==> src/rtl/bri_pkg.sv <==
package bri_pkg;
   // Instruction and program counter geometry
   localparam int WORD_W = 10;
   localparam int PCL_W = 7;
   localparam int PAGE_W = 6;
   localparam int PC_W = 13;
   localparam int PAGE_MAX_DEF = 63;
   localparam int PAGE_MAX_SMALL = 31;

   // Opcode prefixes for the forms that carry fields
   localparam logic [2:0] OP_BIN = 3'h3;
   localparam logic [2:0] OP_CALL2 = 3'h2;
   localparam logic [4:0] OP_BLONG = 5'h07;
   localparam logic [4:0] OP_CLONG = 5'h06;
   localparam int W2_MARK = 9;

   // Exact opcodes
   localparam logic [9:0] OP_BIND = 10'h010;
   localparam logic [9:0] OP_CIND = 10'h030;
   localparam logic [9:0] OP_RTI = 10'h046;
   localparam logic [9:0] OP_RT = 10'h044;
   localparam logic [9:0] OP_RTS = 10'h045;
   localparam logic [9:0] OP_DIS = 10'h004;
   localparam logic [9:0] OP_ENA = 10'h005;
   localparam logic [9:0] OP_SKF = 10'h038;
   localparam logic [9:0] OP_SKP = 10'h03A;
   localparam logic [9:0] OP_RD1 = 10'h054;
   localparam logic [9:0] OP_WR1 = 10'h03F;
   localparam logic [9:0] OP_RD2 = 10'h055;
   localparam logic [9:0] OP_WR2 = 10'h03E;
   localparam logic [9:0] OP_RDP = 10'h253;
   localparam logic [9:0] OP_WRP = 10'h217;

   // Fixed page of the short call
   localparam logic [5:0] PAGE_CALL2 = 6'h02;

   // Control register bit positions
   localparam int V1_TEST_DIS = 0;
   localparam int I1_POL = 2;

   // Register port map
   localparam logic [1:0] OFS_STS = 2'h0;
   localparam logic [1:0] OFS_MSK = 2'h1;
   localparam logic [1:0] OFS_VREG = 2'h2;
   localparam logic [1:0] OFS_CORE = 2'h3;
   localparam int ST_EXT0 = 0;
   localparam int ST_PAGE = 1;
   localparam int ST_W = 2;

   // Reset values
   localparam logic [3:0] RST_CTRL = 4'h0;
   localparam logic RST_IEN = 1'b0;
   localparam logic [1:0] RST_MSK = 2'h0;

   typedef enum logic {BRI_FIRST, BRI_SECOND} bri_fetch_t;
   typedef enum logic [1:0] {BRI_BL, BRI_BLA, BRI_BML, BRI_BMLA} bri_long_t;

   typedef struct packed {
      logic valid;
      logic [WORD_W-1:0] word;
   } bri_instr_t;

   typedef struct packed {
      logic load;
      logic push;
      logic pop;
      logic restore;
      logic [PC_W-1:0] target;
   } bri_flow_t;
endpackage

==> src/rtl/bri_exec.sv <==
// Overview of operation
// RQ1: In-page branch loads low PC bits, page unchanged.
// RQ2: Long branch jumps to address a in page from page field.
// RQ3: Page field allowed up to 31 or 63 depending on variant.
// RQ4: Indirect branch target is D low bits over accumulator, in page p.
// RQ5: Short call saves return point, jumps into page 2.
// RQ6: Long call saves return point, jumps to address in page p.
// RQ7: Indirect call saves return point, jumps to D and A address.
// RQ8: Interrupt return pops and restores saved core context.
// RQ9: Return resumes caller; skipping return also skips next word.
// RQ10: Disable instruction clears global interrupt enable.
// RQ11: Enable instruction sets global interrupt enable.
// RQ12: Flag test, test enabled: skip and clear flag if set.
// RQ13: Flag test, test disabled: pure no-operation.
// RQ14: Pin test, polarity one: skip when pin high.
// RQ15: Pin test, polarity zero: skip when pin low.
// RQ16: Copy first control register to and from accumulator.
// RQ17: Copy second control register to and from accumulator.
// RQ18: Copy pin control register to and from accumulator.
// RQ19: One word, one cycle each; skip voids the next instruction. Code voids one word, so a skipped two-word form's second word runs.
//
// The placing of the registers and the address-and-strobe port are this design's own decisions.
`timescale 1ns/1ps
module bri_exec
   import bri_pkg::*;
#(
   parameter int PAGE_MAX = PAGE_MAX_DEF
) (
   input wire logic core_clk,
   input wire logic nrst,
   input wire logic clk_en,
   input wire bri_instr_t instr,
   input wire logic [PAGE_W-1:0] pc_page,
   input wire logic [3:0] acc,
   input wire logic [2:0] d_reg_low_bits,
   input wire logic int_pin,
   input wire logic ext0_req,
   input wire logic [1:0] reg_addr,
   input wire logic [7:0] reg_wdata,
   input wire logic reg_wr,
   input wire logic reg_rd,
   output bri_flow_t flow_q,
   output logic skip_q,
   output logic acc_load_q,
   output logic [3:0] acc_data_q,
   output logic global_irq_enable_flag_q,
   output logic ext0_request_flag_q,
   output logic [3:0] irq_ctrl_reg_one_q,
   output logic [3:0] irq_ctrl_reg_two_q,
   output logic [3:0] pin_irq_ctrl_reg_q,
   output logic [7:0] reg_rdata_q,
   output logic irq_q
);

   // Only the two memory sizes are served; refused while elaborating
   if (PAGE_MAX != PAGE_MAX_SMALL && PAGE_MAX != PAGE_MAX_DEF) begin : g_bad_page_max
      $error("PAGE_MAX must be 31 or 63");
   end

   bri_fetch_t fetch_q;
   bri_long_t long_q;
   logic [4:0] lo_page_q;
   logic [ST_W-1:0] sts_q;
   logic [ST_W-1:0] msk_q;
   logic [WORD_W-1:0] w;
   logic take;
   logic first;
   logic second;
   logic [6:0] long_page;
   logic page_ok;
   logic [PCL_W-1:0] ind_addr;
   logic skf_hit;
   logic [ST_W-1:0] sts_set;
   logic [ST_W-1:0] sts_clr;

   assign w = instr.word;
   // Word accepted this enabled cycle
   assign take = clk_en && instr.valid;
   // Skipped words are consumed but have no effect [RQ19]
   assign first = take && fetch_q == BRI_FIRST && !skip_q;
   assign second = take && fetch_q == BRI_SECOND;
   assign ind_addr = {d_reg_low_bits, acc}; // [RQ4] [RQ7]

   // Page of the second word, seven bits before the range check
   always_comb begin
      case (long_q)
         BRI_BL, BRI_BML: long_page = {w[8:7], lo_page_q};
         BRI_BLA, BRI_BMLA: long_page = {w[8:6], w[3:0]};
         default: long_page = 7'h00;
      endcase
   end
   // Pages past the variant's last one transfer nothing [RQ3]
   assign page_ok = w[W2_MARK] && long_page <= 7'(PAGE_MAX);

   // Two-word fetch sequencing
   always_ff @(posedge core_clk or negedge nrst) begin
      if (!nrst) begin
         fetch_q <= BRI_FIRST;
         long_q <= BRI_BL;
         lo_page_q <= 5'h00;
      end else if (clk_en) begin
         if (second) begin
            fetch_q <= BRI_FIRST;
         end else if (first) begin
            if (w[9:5] == OP_BLONG) begin
               fetch_q <= BRI_SECOND;
               long_q <= BRI_BL;
               lo_page_q <= w[4:0];
            end else if (w[9:5] == OP_CLONG) begin
               fetch_q <= BRI_SECOND;
               long_q <= BRI_BML;
               lo_page_q <= w[4:0];
            end else if (w == OP_BIND) begin
               fetch_q <= BRI_SECOND;
               long_q <= BRI_BLA;
            end else if (w == OP_CIND) begin
               fetch_q <= BRI_SECOND;
               long_q <= BRI_BMLA;
            end
         end
      end
   end

   // Program flow requests, at most one pulse per executed word
   always_ff @(posedge core_clk or negedge nrst) begin
      if (!nrst) begin
         flow_q <= '0;
      end else if (clk_en) begin
         flow_q <= '0;
         if (second && page_ok) begin
            flow_q.load <= 1'b1;
            flow_q.push <= long_q == BRI_BML || long_q == BRI_BMLA; // [RQ6] [RQ7]
            if (long_q == BRI_BLA || long_q == BRI_BMLA) begin
               flow_q.target <= {long_page[5:0], ind_addr}; // [RQ4] [RQ7]
            end else begin
               flow_q.target <= {long_page[5:0], w[6:0]}; // [RQ2] [RQ6]
            end
         end else if (first) begin
            if (w[9:7] == OP_BIN) begin
               flow_q.load <= 1'b1;
               flow_q.target <= {pc_page, w[6:0]}; // [RQ1]
            end else if (w[9:7] == OP_CALL2) begin
               flow_q.load <= 1'b1;
               flow_q.push <= 1'b1;
               flow_q.target <= {PAGE_CALL2, w[6:0]}; // [RQ5]
            end else if (w == OP_RT || w == OP_RTS) begin
               flow_q.pop <= 1'b1; // [RQ9]
            end else if (w == OP_RTI) begin
               flow_q.pop <= 1'b1; // [RQ8]
               flow_q.restore <= 1'b1; // [RQ8]
            end
         end
      end
   end

   // Flag test hits only while the test is enabled [RQ12] [RQ13]
   assign skf_hit = first && w == OP_SKF && !irq_ctrl_reg_one_q[V1_TEST_DIS] && ext0_request_flag_q;

   // Skip state; a skip lasts exactly one taken word [RQ19]
   always_ff @(posedge core_clk or negedge nrst) begin
      if (!nrst) begin
         skip_q <= 1'b0;
      end else if (clk_en) begin
         if (take && skip_q) begin
            skip_q <= 1'b0; // [RQ19]
         end else if (first) begin
            if (w == OP_RTS) begin
               skip_q <= 1'b1; // [RQ9]
            end else if (w == OP_SKF) begin
               skip_q <= skf_hit; // [RQ12] [RQ13]
            end else if (w == OP_SKP) begin
               skip_q <= int_pin == pin_irq_ctrl_reg_q[I1_POL]; // [RQ14] [RQ15]
            end
         end
      end
   end

   // Global interrupt enable
   always_ff @(posedge core_clk or negedge nrst) begin
      if (!nrst) begin
         global_irq_enable_flag_q <= RST_IEN;
      end else if (clk_en && first) begin
         if (w == OP_DIS) begin
            global_irq_enable_flag_q <= 1'b0; // [RQ10]
         end else if (w == OP_ENA) begin
            global_irq_enable_flag_q <= 1'b1; // [RQ11]
         end
      end
   end

   // External request flag; a new request beats the test's clear
   always_ff @(posedge core_clk or negedge nrst) begin
      if (!nrst) begin
         ext0_request_flag_q <= 1'b0;
      end else if (clk_en) begin
         if (ext0_req) begin
            ext0_request_flag_q <= 1'b1;
         end else if (skf_hit) begin
            ext0_request_flag_q <= 1'b0; // [RQ12]
         end
      end
   end

   // Control registers written from the accumulator
   always_ff @(posedge core_clk or negedge nrst) begin
      if (!nrst) begin
         irq_ctrl_reg_one_q <= RST_CTRL;
         irq_ctrl_reg_two_q <= RST_CTRL;
         pin_irq_ctrl_reg_q <= RST_CTRL;
      end else if (clk_en && first) begin
         if (w == OP_WR1) begin
            irq_ctrl_reg_one_q <= acc; // [RQ16]
         end
         if (w == OP_WR2) begin
            irq_ctrl_reg_two_q <= acc; // [RQ17]
         end
         if (w == OP_WRP) begin
            pin_irq_ctrl_reg_q <= acc; // [RQ18]
         end
      end
   end

   // Accumulator load requests
   always_ff @(posedge core_clk or negedge nrst) begin
      if (!nrst) begin
         acc_load_q <= 1'b0;
         acc_data_q <= 4'h0;
      end else if (clk_en) begin
         acc_load_q <= 1'b0;
         if (first && w == OP_RD1) begin
            acc_load_q <= 1'b1;
            acc_data_q <= irq_ctrl_reg_one_q; // [RQ16]
         end else if (first && w == OP_RD2) begin
            acc_load_q <= 1'b1;
            acc_data_q <= irq_ctrl_reg_two_q; // [RQ17]
         end else if (first && w == OP_RDP) begin
            acc_load_q <= 1'b1;
            acc_data_q <= pin_irq_ctrl_reg_q; // [RQ18]
         end
      end
   end

   // Event sources and write-one-to-clear requests
   assign sts_set = {second && !page_ok, ext0_req};
   assign sts_clr = (reg_wr && reg_addr == OFS_STS) ? reg_wdata[ST_W-1:0] : '0;

   // Sticky status; an event in the clearing cycle survives
   generate
      for (genvar i = 0; i < ST_W; i++) begin : g_sts
         always_ff @(posedge core_clk or negedge nrst) begin
            if (!nrst) begin
               sts_q[i] <= 1'b0;
            end else if (clk_en) begin
               sts_q[i] <= sts_set[i] | (sts_q[i] & ~sts_clr[i]);
            end
         end
      end
   endgenerate

   // Mask register
   always_ff @(posedge core_clk or negedge nrst) begin
      if (!nrst) begin
         msk_q <= RST_MSK;
      end else if (clk_en && reg_wr && reg_addr == OFS_MSK) begin
         msk_q <= reg_wdata[ST_W-1:0];
      end
   end

   // Interrupt level follows the committed status one cycle later
   always_ff @(posedge core_clk or negedge nrst) begin
      if (!nrst) begin
         irq_q <= 1'b0;
      end else if (clk_en) begin
         irq_q <= |(sts_q & msk_q);
      end
   end

   // Read port, data valid only in the cycle after the strobe
   always_ff @(posedge core_clk or negedge nrst) begin
      if (!nrst) begin
         reg_rdata_q <= 8'h00;
      end else if (clk_en) begin
         reg_rdata_q <= 8'h00;
         if (reg_rd) begin
            case (reg_addr)
               OFS_STS: reg_rdata_q <= {6'h00, sts_q};
               OFS_MSK: reg_rdata_q <= {6'h00, msk_q};
               OFS_VREG: reg_rdata_q <= {irq_ctrl_reg_two_q, irq_ctrl_reg_one_q};
               OFS_CORE: reg_rdata_q <= {1'b0, ext0_request_flag_q, global_irq_enable_flag_q,
                                         skip_q, pin_irq_ctrl_reg_q};
               default: reg_rdata_q <= 8'h00;
            endcase
         end
      end
   end
endmodule

==> config.mk <==
export PLATFORM = sky130hd
export DESIGN_NAME = bri_exec
export DESIGN_NICKNAME = d
export VERILOG_FILES = /design/src/rtl/bri_pkg.sv /design/src/rtl/bri_exec.sv
export SDC_FILE = /design/constraint.sdc
export NUM_CORES = 1
export LEC_CHECK = 0
export BUFFER_PORTS_ARGS = -buffer_cell sky130_fd_sc_hd__buf_2
export CELL_PAD_IN_SITES_DETAIL_PLACEMENT = 0
export CELL_PAD_IN_SITES_GLOBAL_PLACEMENT = 1
export CORE_MARGIN = 10
export CORE_UTILIZATION = 40
export CTS_BUF_LIST = sky130_fd_sc_hd__clkbuf_8 sky130_fd_sc_hd__clkbuf_16
export DETAILED_ROUTE_END_ITERATION = 12
export PLACE_DENSITY = 0.9
export SLEW_MARGIN = 15
export SYNTH_ARGS = -nofsm -noshare
export SYNTH_HDL_FRONTEND = slang
export SYNTH_SLANG_ARGS = --single-unit
export TNS_END_PERCENT = 100
==> constraint.sdc <==
create_clock -name core_clk -period 2.62 [get_ports core_clk]
set_input_delay 0.524 -clock core_clk [delete_from_list [all_inputs] [get_ports core_clk]]
set_output_delay 0.524 -clock core_clk [all_outputs]
set_load 0.03 [all_outputs]
==> flow_summary.yaml <==
setup_path:
  slowest_delay_ns: 0.46
  cp-start-kind: "flop"
  arrival_ns: 2.33
  path_class: "flop to flop"
  cp.required_ns: 2.84
  crit_path_end_kind: "flop"
  reg2reg_depth: 5
  r2r_end: "irq_ctrl_reg_one_q[1]"
  r2r_slack_ns: 0.52
  crit_slowest_cell: "nor4bb_1"
  r2r_start: "skip_q"
  cp_max_fo: 5
  cp_cell_sequence: "nor4bb_1 -> buf_4 -> nand3_1 -> nor2_1 -> mux2_2"
synthesis:
  ys_top_cells_by_count: "dfrtp_1, mux2_2, mux2i_1, a22o_1"
  synth_area_leaders: "dfrtp_1, mux2_2, mux2i_1, a22o_1, o2bb2ai_1"
  ys_warn_count: 0
  synth_top_area_share_pct: 50.22
  yosysSeqAreaShare_pct: 50.22
  synthArstFlopShare_pct: 100.0
  synthFlopType: "dfrtp_1"
  synth_cell_type_count: 50
  ys_ff_latch: 58
  syn_inst: 247
  synth_nets: 288
  synth.most_common_cell: "dfrtp_1"
  synth_top_cell_by_area: "dfrtp_1"
  synth_edf_count: 0
  synth_area_per_cell_sq_um: 11.70
  syn-cell-area_sq_um: 2890
die:
  die_area_sq_um: 11030
  die_h_um: 105.0
  start_util_pct: 41.85
  die_w_um: 105.0
  ios: 87
  floorplan.rows: 30
  core_sq_um: 6907
power:
  p_per_area_nw_per_um2: 569.9
  power_mw: 2.058
  power_leakage_nw: 1.834
  peakVddDrop_mv: 0.2393
detailed_routing:
  vias_per_cell: 5.525
  wl_um: 8352
  route.detailed.wl_per_inst_um: 19.33
  vias: 2387
  dr.pass1.iters: 4
  drc: 0
  ant_nets: 0
  first_iter_violations: 167
grt:
  grt_pass1_vias: 2534
  grt_pass1_wl_um: 13570
  grt_max_degree: 59
  grt_overflow: 0
  grt_util_all_layers_pct: 15.32
  antenna_found_initial: 0
cts:
  cts_buffers: 9
  cts_setup_buffers: 0
  cts_resized: 0
  worstSkewPairLatency_ns: 0.34
  clkTransAtPathRegs_ns: 0.07
  clock_sinks: 58
  clockRootBuffer: "clkbuf_8"
  cts.hold.buffers_added: 0
  cts_tree: "done"
  htreeDepth: 3
  clockBufferDepth: 2
timing:
  finalSetupTns_ns: 0
  fin_crit_sh_pct: 80.34
  fin_skew_ns: 0.01020
  fin_crit_ns: 2.105
  fmax_ghz: 0.4751
  worst_slew_pin_slew_ns: 0.8257
  setup_violations: 0
  rsz0062_at_grt: "no"
  slew_headroom_pct: 44.53
  maxSlewViolCount: 0
  hold_viol: 0
worst_hold_path:
  min_path_type: "input port to async pin"
placed_design:
  place_congestion: 0.8030
  dp_hpwl_um: 6240
  portBuffers: 80
layout:
  syn2layout_area_growth_pct: 24.93
  fillCellCount: 654
  drive_above_1_share_pct: 40.18
  insertedDiodeCount: 0
  nets: 372
run:
  cap_violations: 0
outcome:
  outcome: "finished clean"
layer usage:
layer  routed length (um)  GRT usage [%]
met5                    0              0
met4                  141          5.882
met3                  650          5.405
met2                 3974          24.11
met1                 3585          18.79
worst max path at each step:
stage              start                    end  slack (ns)
6_report          skip_q  irq_ctrl_reg_one_q[1]        0.52
5_1_grt           skip_q  irq_ctrl_reg_two_q[3]        0.34
4_1_cts           skip_q  irq_ctrl_reg_one_q[1]        0.51
3_5_place_dp   instr[10]  irq_ctrl_reg_one_q[1]        0.31
3_3_place_gp   instr[10]  irq_ctrl_reg_one_q[3]        0.28
2_1_floorplan   instr[7]  pin_irq_ctrl_reg_q[0]        0.50
worst max-delay path, delay by kind of cell, from the launching register on:
family	cells	cell delay, ns
flip-flops	1	0.44
multiplexers	1	0.38
buffers and inverters	1	0.21
AND/OR/NAND/NOR	3	0.96
power by group:
part           internal [mW]  switching (mW)
Combinational          0.106           0.157
Sequential             0.942          0.0307
Clock                  0.479           0.343
cell type report:
cell class | count | area (sq um) | share of cell area (%)
Clock inverter | 5 | 46.29 | 1.282
Timing Repair Buffer | 88 | 473.0 | 13.10
Clock buffer | 11 | 151.4 | 4.193
Sequential cell | 58 | 1451 | 40.19
Multi-Input combinational cell | 164 | 1331 | 36.87
Tap cell | 96 | 120.1 | 3.326
Inverter | 10 | 37.54 | 1.040
layout by cell type, fill, tap and decap left out, types with 3 or more instances in the layout:
| cell type | synthesis | layout |
|---|---|---|
| nor2b_1 | 3 | 3 |
| or2_2 | 4 | 4 |
| clkbuf_8 | 0 | 11 |
| nand3_1 | 6 | 6 |
| mux2_2 | 20 | 20 |
| nand2_1 | 8 | 8 |
| nor2_1 | 6 | 6 |
| or4_1 | 3 | 3 |
| nor3_1 | 8 | 8 |
| a21oi_1 | 5 | 5 |
| a21o_1 | 9 | 9 |
| o21ai_0 | 10 | 10 |
| mux2i_1 | 14 | 14 |
| inv_1 | 10 | 13 |
| buf_4 | 1 | 7 |
| a22o_1 | 11 | 11 |
| o2bb2ai_1 | 8 | 8 |
| dfrtp_1 | 58 | 58 |
| a221o_1 | 5 | 5 |
| nand4_1 | 4 | 4 |
| buf_2 | 2 | 80 |
| nor4b_1 | 3 | 3 |
| nand2b_1 | 3 | 3 |
sequential cells by signal, indices dropped and copies added (netlist names), 4 cells and up:
signal and count:
pin_irq_ctrl_reg_q 4, irq_ctrl_reg_two_q 4, acc_data_q 4, lo_page_q 5, irq_ctrl_reg_one_q 4, reg_rdata_q 8, flow_q 17
metrics by stage:
step	hold WS [ns]	worst slack (ns)	cells	util, %	instance area, sq um
detailed placement	0.4718	0.3089	416	49.42	3413
CTS	0.1918	0.5056	432	52.28	3611
global route	0.1945	0.3418	432	52.28	3611
finish	0.1775	0.5151	432	52.28	3611
global placement	0.4674	0.2828	416	49.42	3413
floorplan	0.2284	0.4962	247	-	2890
cells by family (layout without fill, tap and decap cells):
group / count (synthesis) / after routing / synth area share (%)
simple gates: 66 / 66 / 15.11
compound gates: 61 / 61 / 16.45
flops: 58 / 58 / 50.22
mux: 36 / 36 / 14.20
buf+inv: 25 / 114 / 3.723
xor+xnor: 1 / 1 / 0.3031
Note: power is estimated with default switching activity, not from simulation.
